**src/rtl/bra_pkg.sv**
```systemverilog
// Package: types and constants for bus request and access ordering
package bra_pkg;

  // Pending write queue depth and width
  localparam int unsigned WQ_DEPTH = 4;
  localparam int unsigned WQ_PTR_W = 2;
  localparam int unsigned ADDR_W   = 32;
  localparam int unsigned DATA_W   = 32;
  // Index of the last of four transfers in one burst-inhibited line access
  localparam logic [1:0]  LINE_BEATS_LAST = 2'h3;
  localparam logic [WQ_PTR_W:0] WQ_FULL_CNT = 3'h4;

  // Internal access request from the memory units
  typedef struct packed {
    logic [ADDR_W-1:0] addr;
    logic [DATA_W-1:0] data;
    logic              line;     // Four-beat burst-inhibited line
    logic              locked;   // Part of a locked sequence
    logic              lock_end; // Final write of a locked sequence
    logic              serial;   // Serialized noncachable page
  } bra_req_s;

  // Bus cycle handed to the transfer logic
  typedef struct packed {
    logic [ADDR_W-1:0] addr;
    logic [DATA_W-1:0] data;
    logic              write;
    logic              line;
    logic              lock_end;
  } bra_cyc_s;

  // Arbitration states
  typedef enum logic [4:0] {
    ST_IDLE   = 5'h01, // Not owner, bus not driven
    ST_WAITBB = 5'h02, // Granted, waiting for busy release
    ST_ACTIVE = 5'h04, // Running a bus cycle
    ST_PARK   = 5'h08, // Owner, busy held, no cycle
    ST_IMPL   = 5'h10  // Granted, no cycle, busy not driven
  } bra_state_e;

endpackage : bra_pkg
```
**src/rtl/bra_arbiter.sv**
```systemverilog
// Bus ownership and pending access ordering controller
//
// Overview of operation
// [RULE_01] Operand reads beat waiting writes
// [RULE_02] Read address hitting pending write waits
// [RULE_03] Reads in order, writes in order
// [RULE_04] Serialized read waits for writes drained
// [RULE_05] Serialized pages alter reads only
// [RULE_06] Sync instruction stalls until bus idle
// [RULE_07] Cache write hit updates line early
// [RULE_08] One idle clock between bus owners
// [RULE_09] State changes only on rising edge
// [RULE_10] Request asserted while any access pending
// [RULE_11] Granted: request asserted with transfer start; here the start strobe comes one clock after request
// [RULE_12] Request always actively driven
// [RULE_13] Grant lost mid-cycle: finish, then release
// [RULE_14] Arbiter negates grant before final ack
// [RULE_15] Four-beat line is one cycle
// [RULE_16] Locked read and write are divisible
// [RULE_17] Arbiter may hold grant during lock
// [RULE_18] Last locked write flagged separately
// [RULE_19] Granted: wait busy free, then start
// [RULE_20] Busy held while granted, then released
// [RULE_21] Granted: keep busy and drive bus
// [RULE_22] Request dropped when nothing pending
// [RULE_23] Granted, idle: implicit ownership, busy floats
// [RULE_24] Arbiter leaves one clock with no grants
// [RULE_25] Controls active low, sampled rising edge
`timescale 1ns/1ps
`default_nettype none

module bra_arbiter (
  input  wire logic              sys_clk,             // Bus clock
  input  wire logic              rst_n,               // Sync reset
  // Read port from the operand fetch stage
  input  wire logic              rd_valid,            // Read request
  input  wire bra_pkg::bra_req_s rd_req,              // Read attributes
  output logic                   rd_ready,            // Read accepted
  output logic [31:0]            rd_data,             // Read return data
  output logic                   rd_done,             // Read data pulse
  // Write port from the write-back stage
  input  wire logic              wr_valid,            // Write request
  input  wire bra_pkg::bra_req_s wr_req,              // Write attributes
  output logic                   wr_ready,            // Write queued
  // Data cache write-hit update
  input  wire logic              dc_enable,           // Data cache on
  input  wire logic              dc_hit,              // Write hits cache
  output logic                   dc_update,           // Update line now
  // Synchronizing instruction
  input  wire logic              sync_instruction,    // Sync executing
  output logic                   exec_stall,          // Freeze execution
  // External arbitration and transfer pins
  output logic                   bus_request_n,       // Always driven
  input  wire logic              bus_grant_n,         // Grant pin
  input  wire logic              bus_busy_in_n,       // Busy pin level
  output logic                   bus_busy_out_n,      // Busy drive value
  output logic                   bus_busy_oe_n,       // Busy enable, low
  output logic                   bus_drive_oe_n,      // Bus enable, low
  output logic                   transfer_start_n,    // Start strobe
  output logic                   atomic_last_write_n, // Final lock write
  output logic [31:0]            bus_addr,            // Address out
  output logic [31:0]            bus_wdata,           // Write data out
  output logic                   bus_write,           // Direction
  input  wire logic [31:0]       bus_rdata,           // Read data in
  input  wire logic              transfer_ack_n,      // Transfer ack pin
  input  wire logic              transfer_error_ack_n // Error ack pin
);

  // ------------------------------------------------------------------
  // Pin synchronisers
  // ------------------------------------------------------------------
  logic [3:0] meta_ff;
  logic [3:0] sync_ff;
  logic [31:0] rdata_meta_ff;
  logic [31:0] rdata_ff;

  // Two stages before any logic looks at a pin
  always_ff @(posedge sys_clk) begin                         // see [RULE_25]
    meta_ff  <= {bus_grant_n, bus_busy_in_n, transfer_ack_n,
                 transfer_error_ack_n};
    sync_ff  <= meta_ff;
    // Data takes the same two stages so it lines up with the ack
    rdata_meta_ff <= bus_rdata;
    rdata_ff      <= rdata_meta_ff;
  end

  wire granted   = ~sync_ff[3];
  wire busy_ext  = ~sync_ff[2];
  wire ack_any   = ~sync_ff[1] | ~sync_ff[0];  // Normal or error ends beat

  // ------------------------------------------------------------------
  // Pending write queue
  // ------------------------------------------------------------------
  bra_pkg::bra_req_s wq_mem [bra_pkg::WQ_DEPTH];
  logic [bra_pkg::WQ_PTR_W-1:0] wq_rd_ff;
  logic [bra_pkg::WQ_PTR_W-1:0] wq_wr_ff;
  logic [bra_pkg::WQ_PTR_W:0]   wq_cnt_ff;

  wire wq_empty = (wq_cnt_ff == '0);
  wire wq_full  = (wq_cnt_ff == bra_pkg::WQ_FULL_CNT);
  wire wq_push  = wr_valid & ~wq_full;
  logic wq_pop;

  // Address collision against every queued write
  logic collide;
  always_comb begin
    collide = 1'b0;
    for (int i = 0; i < bra_pkg::WQ_DEPTH; i++) begin
      if ((i < int'(wq_cnt_ff)) &&
          (wq_mem[(int'(wq_rd_ff) + i) % bra_pkg::WQ_DEPTH].addr ==
           rd_req.addr))
        collide = 1'b1;                                       // see [RULE_02]
    end
  end

  // Queue storage; writes leave strictly in arrival order
  always_ff @(posedge sys_clk) begin                          // see [RULE_03]
    if (!rst_n) begin
      wq_rd_ff  <= '0;
      wq_wr_ff  <= '0;
      wq_cnt_ff <= '0;
    end else begin
      if (wq_push) begin
        wq_mem[wq_wr_ff] <= wr_req;
        wq_wr_ff         <= wq_wr_ff + 1'b1;
      end
      if (wq_pop)
        wq_rd_ff <= wq_rd_ff + 1'b1;
      wq_cnt_ff <= wq_cnt_ff + {2'h0, wq_push} - {2'h0, wq_pop};
    end
  end

  assign wr_ready  = ~wq_full;
  // Cache line updated at once; later code may see it early
  assign dc_update = wq_push & dc_enable & dc_hit;            // see [RULE_07]

  // ------------------------------------------------------------------
  // Next cycle selection
  // ------------------------------------------------------------------
  // Serial attribute ignored on writes: they queue identically
  wire rd_blocked = collide | (rd_req.serial & ~wq_empty);    // see [RULE_04]
  wire rd_pick    = rd_valid & ~rd_blocked;                   // see [RULE_01]
  wire wr_pick    = ~rd_pick & ~wq_empty;                     // see [RULE_05]
  wire any_pend   = rd_valid | ~wq_empty;

  bra_pkg::bra_cyc_s nxt_cyc;
  always_comb begin
    nxt_cyc.addr     = rd_pick ? rd_req.addr : wq_mem[wq_rd_ff].addr;
    nxt_cyc.data     = wq_mem[wq_rd_ff].data;
    nxt_cyc.write    = ~rd_pick;
    nxt_cyc.line     = rd_pick ? rd_req.line : wq_mem[wq_rd_ff].line;
    nxt_cyc.lock_end = ~rd_pick & wq_mem[wq_rd_ff].lock_end;
  end

  // ------------------------------------------------------------------
  // Arbitration state machine
  // ------------------------------------------------------------------
  bra_pkg::bra_state_e state_ff;
  bra_pkg::bra_state_e nxt_state;
  bra_pkg::bra_cyc_s   cyc_ff;
  logic [1:0]          beat_ff;
  logic                ts_ff;

  wire can_start = (rd_pick | wr_pick);
  wire last_beat = ack_any & (~cyc_ff.line |
                   (beat_ff == bra_pkg::LINE_BEATS_LAST));    // see [RULE_15]
  wire start_now = can_start & granted &
                   ((state_ff == bra_pkg::ST_WAITBB & ~busy_ext) |
                    state_ff == bra_pkg::ST_PARK |
                    state_ff == bra_pkg::ST_IMPL |
                    (state_ff == bra_pkg::ST_ACTIVE & last_beat));
                                                              // see [RULE_19]

  // Transitions; locked halves are separate cycles, so the bus may
  // be lost between them
  always_comb begin                                           // see [RULE_16]
    nxt_state = state_ff;
    case (state_ff)
      bra_pkg::ST_IDLE:
        if (granted)
          nxt_state = bra_pkg::ST_WAITBB;
      bra_pkg::ST_WAITBB:
        if (!granted)
          nxt_state = bra_pkg::ST_IDLE;
        else if (!busy_ext)
          nxt_state = start_now ? bra_pkg::ST_ACTIVE
                                : bra_pkg::ST_IMPL;           // see [RULE_23]
      bra_pkg::ST_ACTIVE:
        if (last_beat) begin
          if (!granted)
            nxt_state = bra_pkg::ST_IDLE;                     // see [RULE_13]
          else if (!start_now)
            nxt_state = bra_pkg::ST_PARK;                     // see [RULE_21]
        end
      bra_pkg::ST_PARK, bra_pkg::ST_IMPL:
        if (!granted)
          nxt_state = bra_pkg::ST_IDLE;
        else if (start_now)
          nxt_state = bra_pkg::ST_ACTIVE;
      default:
        nxt_state = bra_pkg::ST_IDLE;
    endcase
  end

  // Registered state, cycle and beat count on the rising edge only
  always_ff @(posedge sys_clk) begin                          // see [RULE_09]
    if (!rst_n) begin
      state_ff <= bra_pkg::ST_IDLE;
      beat_ff  <= '0;
      ts_ff    <= 1'b0;
      cyc_ff   <= '0;
    end else begin
      state_ff <= nxt_state;
      ts_ff    <= start_now;
      if (start_now) begin
        cyc_ff  <= nxt_cyc;
        beat_ff <= '0;
      end else if (state_ff == bra_pkg::ST_ACTIVE && ack_any) begin
        beat_ff <= beat_ff + 1'b1;
      end
    end
  end

  assign wq_pop   = start_now & wr_pick;
  assign rd_ready = start_now & rd_pick;

  // Read data returns on the final beat of a read
  always_ff @(posedge sys_clk) begin
    if (!rst_n) begin
      rd_done <= 1'b0;
      rd_data <= '0;
    end else begin
      rd_done <= (state_ff == bra_pkg::ST_ACTIVE) & last_beat &
                 ~cyc_ff.write;
      if ((state_ff == bra_pkg::ST_ACTIVE) && last_beat)
        rd_data <= rdata_ff;
    end
  end

  // ------------------------------------------------------------------
  // Pin drive
  // ------------------------------------------------------------------
  wire owns = (state_ff == bra_pkg::ST_ACTIVE) |
              (state_ff == bra_pkg::ST_PARK);
  logic owned_ff;

  // Remembers ownership so busy is driven high once before floating
  always_ff @(posedge sys_clk) begin
    if (!rst_n)
      owned_ff <= 1'b0;
    else
      owned_ff <= owns;
  end

  // Request is a push-pull level that follows pending work
  assign bus_request_n  = ~(any_pend | start_now);  // see [RULE_10] [RULE_22]
  // Never open-drain: no other requester may share this pin
  // see [RULE_12]
  // Busy negated for one clock after release, then floats
  assign bus_busy_out_n = ~owns;                              // see [RULE_20]
  assign bus_busy_oe_n  = ~(owns | owned_ff);                 // see [RULE_08]
  assign bus_drive_oe_n = ~(owns | state_ff == bra_pkg::ST_IMPL);
  // Start strobe is start_now registered, one clock after request when already granted
  assign transfer_start_n    = ~ts_ff;                        // see [RULE_11]
  assign atomic_last_write_n = ~((state_ff == bra_pkg::ST_ACTIVE) &
                                 cyc_ff.lock_end);            // see [RULE_18]
  assign bus_addr  = cyc_ff.addr;
  assign bus_wdata = cyc_ff.data;
  assign bus_write = cyc_ff.write;
  // Sync freezes execution while any cycle is still outstanding
  assign exec_stall = sync_instruction &
                      (any_pend | state_ff == bra_pkg::ST_ACTIVE);
                                                              // see [RULE_06]

endmodule : bra_arbiter

`default_nettype wire

```
**config.mk**
```make
export PLATFORM = sky130hd
export DESIGN_NAME = bra_arbiter
export DESIGN_NICKNAME = d
export VERILOG_FILES = /design/src/rtl/bra_pkg.sv /design/src/rtl/bra_arbiter.sv
export SDC_FILE = /design/constraint.sdc
export NUM_CORES = 1
export LEC_CHECK = 0
export BUFFER_PORTS_ARGS = -buffer_cell sky130_fd_sc_hd__buf_2
export CAP_MARGIN = 30
export CORE_UTILIZATION = 41
export CTS_BUF_LIST = sky130_fd_sc_hd__clkbuf_16
export CTS_CLUSTER_SIZE = 16
export DETAILED_ROUTE_END_ITERATION = 12
export PLACE_DENSITY = 0.69
export SYNTH_ARGS = -nofsm -noshare
export SYNTH_HDL_FRONTEND = slang
export SYNTH_SLANG_ARGS = --single-unit
```
**constraint.sdc**
```tcl
create_clock -name sys_clk -period 8.6 [get_ports sys_clk]
set_clock_uncertainty 0.1 [all_clocks]
set_input_delay 1.72 -clock sys_clk [delete_from_list [all_inputs] [get_ports sys_clk]]
set_output_delay 1.72 -clock sys_clk [all_outputs]
set_load 0.1 [all_outputs]
```
==> results of run 1 <==
## cell type report
cell class	instances	share of cell area, %
flip-flops and latches	454	49.9
multi-input cells	804	33.4
repair buffers	272	6.30
clock buffers	51	5.42
well taps	664	3.53
clock inverters	37	1.15
inverters	13	0.207
diodes	12	0.128
## sequential cells by signal, summed over array words and instances (netlist names), named ones only
register and cells:
wq_mem 264, bus_addr 32, bus_wdata 32, rd_data 32
rdata_ff 32, rdata_meta_ff 32, state_ff 5, meta_ff 4
sync_ff 4, wq_cnt_ff 3, beat_ff 2, cyc_ff 2
wq_rd_ff 2, wq_wr_ff 2, bus_write 1, owned_ff 1
rd_done 1, ts_ff 1
## worst max-delay path, stage by stage (launching register included)
cell     delay, ns
dfxtp_4       0.88
buf_4         0.44
mux4_2        0.56
xor2_1        0.15
nor4_1        0.44
o21ai_1       0.12
or4_1         0.55
o21ai_2       0.32
or3_1         0.28
inv_1         0.12
buf_2         0.31
## per-stage QoR
stage	cells	worst slack [ns]
3_5_place_dp	2207	2.45
2_1_floorplan	1450	3.02
4_1_cts	2295	2.00
3_3_place_gp	2203	2.47
6_report	2307	1.99
5_1_grt	2302	1.79
## cell usage in the layout, fill, tap and decap left out, types with 12 or more instances in the layout
cell type / instances
mux2i_1: 90
nand2_1: 155
buf_4: 19
o211a_1: 28
a21boi_0: 35
nor3_1: 36
clkbuf_16: 51
nor2_1: 44
diode_2: 12
xnor2_1: 95
buf_2: 249
xor2_1: 38
nor4_1: 15
inv_1: 28
nand4_1: 22
edfxtp_1: 264
dfxtp_1: 186
mux4_2: 142
## worst max-delay path by stage
| stage | cells past startpoint | to | startpoint |
|---|---|---|---|
| floorplan | 8 | rd_ready | rd_req[41] |
| global placement | 9 | rd_ready | rd_req[62] |
| detailed placement | 9 | rd_ready | rd_req[62] |
| CTS | 10 | rd_ready | wq_rd_ff[1]$_SDFFE_PN0P_ |
| global route | 10 | rd_ready | register |
| finish | 10 | rd_ready | wq_rd_ff[1]$_SDFFE_PN0P_ |
## routing by layer
metal	share of wire, %	up-vias	wire, um	global-route usage (%)
met1	40	6293	20300	24.2
met4	3.3	24	1650	8.44
met5	0.33	-	166	0
li1	-	5651	-	-
met3	8.3	116	4170	5.99
met2	48	443	24100	31.6
## cell families after synthesis
group / count (synthesis)
AOI/OAI and AO/OA: 101
and+or+nand+nor: 319
adders and majority gates: 9
xor gates and xnor gates: 133
muxes: 242
buffers and inverters: 192
DFF: 454
## where the power goes
part	internal (mW)	switching [mW]
clock	1.16	0.835
combinational	0.180	0.340
sequential	2.41	0.0469
total	3.75	1.22
==> run summary, run 1 <==
Status: completed
Vias in the first global route: 12.4k
FILL cells: 4292
Final Hold Viols: 0
Max-cap violation count: 0
Distinct cells, synth: 56
Post-synthesis compound-gate area fraction: 4.04%
Top cells by area, synth: edfxtp_1, dfxtp_1, mux4_2
Longest Clk Path Bufs: 3
Mux share of post-synthesis cell area: 20.5%
Min Tclk post-route: 6.61 ns
Aggregate routed wire length: 50.4 mm
Final setup viols: 0
Worst r2r src: wq_rd_ff[1]$_SDFFE_PN0P_
Critical Path AT: 4.79 ns
Hold EP: rdata_ff[16]$_DFF_P_
Cell Pwr Density: 211 nW/um^2
Clock Tree Root: clkbuf_16
Pleak: 8.53 nW
DR pass1 iterations: 5
XOR/XNOR Fraction of Synth Area: 5.64%
Via density: 5.43
Final Util: 47.7%
Final Power: 4.97 mW
Commonest cells post-synth: edfxtp_1, dfxtp_1, nand2_1, mux4_2, xnor2_1
GR Overflow Total: 0
Routed WL per cell: 21.9 um
Port Buf Inserts: 250
Area of the multi-input gates: 7850 um^2
Worst r2r path cells: 15
DRC errors left: 0
Final Max Tran Viols: 0
Worst path required time: 6.78 ns
Detail Placement HPWL: 35.4 mm
Num ports: 287
Largest net degree at the start of global routing: 83
WHS Path Cells: 0
Yosys top cell area share: 38.4%
Clk_lat worst skew: 0.60 ns
Most numerous cell in the Yosys netlist: edfxtp_1
GP Congestion: 0.913
Seq/Total Area, Yosys: 56.8%
Initial antenna violation count: 23
Die W: 226 um
CTS buffer count: 47
Area taken by flip-flops and latches: 11700 um^2
DP Area: 22000 um^2
Startpoint types: register
Final instance area: 23500 um^2
Hold Crit Start: rdata_meta_ff[16]$_DFF_P_
Initial DRC Count: 1014
Final critical-path share of the clock period: 76.9%
Reg-to-reg slack, setup: 3.06 ns
Synth Cell Area: 20600 um^2
Synthesis-to-layout area growth: 14.0%
Final Hold Slack: 0.225 ns
H-tree Lvls: 2
Total setup buffers inserted after CTS: 0
CTS resizes: 0
Syn Area/Cell: 14.2 um^2
CTS sink count: 454
TritonCTS clock tree: done
Worst-path clk slew: 0.06 ns
Achievable Freq: 151 MHz
Post-Synth Simple-Gate Area: 7.13%
Core area: 49400 um^2
HP Class: reg -> reg
Post-route ant nets: 0
Total track usage: 19.6%
Post-synth top area cell: edfxtp_1
DIE HEIGHT: 226 um
Synth Warn #: 0
Syn_nets: 1638
Setup crit end kind: primary output
Post-synth ARST share: 0%
Synth Area in Adders: 0.582%
Final TNS setup: 0 ns
First-pass GRT wire length: 74.2 mm
Die ar.: 51300 um^2
Syn Inst Count: 1450
Critical path class: reg -> out
Vias: 12.5k
Initial core utilization: 41.8%
Reg-to-Reg End: wq_cnt_ff[2]$_SDFF_PN0_
Number of flops mapped to enable cells by yosys: 264
Worst vdd ir: 0.136 mV
Seq cells post-synth: 454
Prevailing post-synth register cell: edfxtp_1
Fraction of layout cells with a size suffix above 1: 31.0%
Slew Limit Headroom: 38.5%
Worst Path Max Fanout: 58
RSZ-0062 raised after global routing: false
Core Rows: 81
Worst-Margin Slew: 0.922 ns
NumNets Final: 1780
Largest family of logic cells by synthesized area: multiplexers
Cts hold-fix bufs: 0
Power figures use the tool's default switching activity.
==> inputs of run 2 (changes only) <==
--- a/config.mk
+++ b/config.mk
@@ -11,7 +11,7 @@
 export CTS_BUF_LIST = sky130_fd_sc_hd__clkbuf_16
 export CTS_CLUSTER_SIZE = 16
 export DETAILED_ROUTE_END_ITERATION = 12
-export PLACE_DENSITY = 0.69
+export PLACE_DENSITY = 0.72
 export SYNTH_ARGS = -nofsm -noshare
 export SYNTH_HDL_FRONTEND = slang
 export SYNTH_SLANG_ARGS = --single-unit
==> constraint.sdc (replaced) <==
create_clock -name sys_clk -period 5.6 [get_ports sys_clk]
set_clock_uncertainty 0.1 [all_clocks]
set_input_delay 1.12 -clock sys_clk [delete_from_list [all_inputs] [get_ports sys_clk]]
set_output_delay 1.12 -clock sys_clk [all_outputs]
set_load 0.1 [all_outputs]
==> run 2 against run 1 <==
Worst setup slack got worse by 1.8 ns; first-iteration DRC count is 7.2% higher; non-clock buffer count rose by 11; register-to-register slack got worse by 2.0 ns; combinational power increased by 56%; total power is 51% higher; utilization is 0.19 points higher; cell area grew 0.40%; count of clock-buffer cells in the layout down 3; global-route usage increased by 0.35 points; hold slack improved by 0.00072 ns; sequential share of layout area down 0.20 points; highest routed layer unchanged.
==> run summary, run 2 (same netlist as run 1, synthesis figures left out) <==
H-tree Lvls: 2 (unchanged)
CP max-delay cell: dfxtp_4
Hold Crit Start: rdata_meta_ff[21]$_DFF_P_
Wire length on met1: 20.3 mm (-0.20%)
Worst Path Max Fanout: 29 (-50%)
Setup crit end kind: primary output
Final Util: 47.9% (+0.19 points)
Total setup buffers inserted after CTS: 0 (unchanged)
Die W: 226 um (unchanged)
Final Max Tran Viols: 0 (unchanged)
Synthesis-to-layout area growth: 14.5%
Max reg flops: 264 (unchanged)
Largest net degree at the start of global routing: 101 (+22%)
Critical path class: reg -> out
Worst-Margin Slew: 0.974 ns (+0.0525 ns)
Num ports: 287 (unchanged)
Initial DRC Count: 1087 (+7.2%)
Final setup viols: 0 (unchanged)
DRC errors left: 0 (unchanged)
Vias in the first global route: 12.3k (-0.30%)
Top cell family by delay on the critical path: simple AND/OR/NAND/NOR gates
Area of the multi-input gates: 7850 um^2 (unchanged)
CP Launch Point: wq_rd_ff[0]$_SDFFE_PN0P_
Top sig layer: met5
Metal3 WL: 5.01 mm (+20%)
DR pass1 iterations: 7 (+2)
GR Overflow Total: 0 (unchanged)
TritonCTS clock tree: done
Post-route ant nets: 0 (unchanged)
Final Hold Viols: 0 (unchanged)
Status: completed
Vias: 12.6k (+0.63%)
Met2 routed WL: 24.8 mm (+3.0%)
Worst-path clk slew: 0.06 ns (about the same)
First-pass GRT wire length: 75.9 mm (+2.2%)
Commonest non-fill, non-tap cell in the layout: edfxtp_1
Largest stage delay, worst path: 0.56 ns (-0.32 ns)
Most frequent cells in the layout: edfxtp_1, buf_2, dfxtp_1
Clock Tree Root: clkbuf_16
Clk_lat worst skew: 0.60 ns (about the same)
Core Rows: 81 (unchanged)
Longest Clk Path Bufs: 3 (unchanged)
Detail Placement HPWL: 35.9 mm (+1.5%)
Fraction of layout cells with a size suffix above 1: 31.3% (+0.28 points)
GP Congestion: 0.945 (+3.5%)
Cell Pwr Density: 318 nW/um^2 (+51%)
CTS sink count: 454 (unchanged)
Worst vdd ir: 0.196 mV (+43%)
Final critical-path share of the clock period: 96.9%
Critical Path AT: 4.21 ns (-0.58 ns)
Port Buf Inserts: 250 (unchanged)
CTS buffer count: 47 (unchanged)
Aggregate routed wire length: 51.5 mm (+2.0%)
Number of buffers and inverters on the critical path: 4 (+1)
Worst path required time: 4.38 ns (-2.40 ns)
Area taken by flip-flops and latches: 11700 um^2 (unchanged)
Pleak: 8.56 nW (+0.37%)
FILL cells: 4264 (-0.65%)
Cell Chain, Critical Path: buf_12 > buf_12 > mux4_2 > xor2_1 > nor4_1 > nand4_1 > or4_1 > o21ai_2 > or3_1 > inv_1 > buf_2
Initial core utilization: 41.8% (unchanged)
Worst r2r src: wq_rd_ff[0]$_SDFFE_PN0P_
Total track usage: 19.9% (+0.35 points)
Top reg by flops: wq_mem
Max-cap violation count: 0 (unchanged)
Die ar.: 51300 um^2 (unchanged)
Most frequent CP cell: buf_12
Startpoint types: register
Via density: 5.45 (+0.46%)
Initial antenna violation count: 20 (-13%)
Slew Limit Headroom: 35.0% (-3.5 points)
Routed WL per cell: 22.3 um (+1.8%)
Achievable Freq: 184 MHz
CTS resizes: 0 (unchanged)
DIE HEIGHT: 226 um (unchanged)
RSZ-0062 raised after global routing: false
Final TNS setup: 0 ns (unchanged)
Core area: 49400 um^2 (unchanged)
Cts hold-fix bufs: 0 (unchanged)
HP Class: reg -> reg
Min Tclk post-route: 5.43 ns
NumNets Final: 1791 (+0.62%)
## run 2: per-layer routing
layer,GRT usage (%),vias up
met3,7.08,111
met4,5.56,32
met5,0,-
met1,24.9,6325
met2,32.5,467
li1,-,5671
## run 2: final timing paths
path | to | slack [ns] | cells past startpoint
setup / recovery | rd_ready | 0.17 | 11
hold / removal | rdata_ff[21]$_DFF_P_ | 0.23 | 0
setup reg to reg | wq_cnt_ff[2]$_SDFF_PN0_ | 1.07 | 15
hold reg to reg | rdata_ff[21]$_DFF_P_ | 0.23 | 0
## run 2: stage by stage
| step | worst slack [ns] | cells | power [mW] | hold slack (ns) | cell area (um^2) |
|---|---|---|---|---|---|
| final | 0.174 | 2311 | 7.52 | 0.225 | 23600 |
| after detailed placement | 0.707 | 2214 | 4.64 | 0.212 | 22100 |
| after global placement | 0.733 | 2213 | 4.62 | 0.211 | 22100 |
| after global routing | 0.00191 | 2307 | 7.78 | 0.230 | 23600 |
| after CTS | 0.0672 | 2302 | 7.57 | 0.226 | 23500 |
| after floorplan | 1.22 | 1450 | 4.37 | 0.210 | 20600 |
## run 2: worst reg2reg max path: cells and delay by family, from the launching register on
kind,cells,cell delay [ns]
fa+ha+maj,2,0.65
buf+inv,2,0.53
xor+xnor,3,0.44
simple gates,6,1.44
mux,1,0.54
compound gates,1,0.19
flops,1,0.56
## run 2: cell type report
| class | instances | area share [%] |
|---|---|---|
| Inverter | 13 | 0.206 |
| Multi-Input combinational cell | 804 | 33.2 |
| Clock buffer | 48 | 5.08 |
| Sequential cell | 454 | 49.7 |
| Clock inverter | 40 | 1.11 |
| Timing Repair Buffer | 283 | 7.12 |
| Tap cell | 664 | 3.52 |
| Antenna cell | 5 | 0.0529 |
## run 2: where the power goes
group | switching (mW) | internal (mW)
combinational | 0.528 | 0.284
clock | 1.29 | 1.65
sequential | 0.0719 | 3.69
total | 1.89 | 5.63
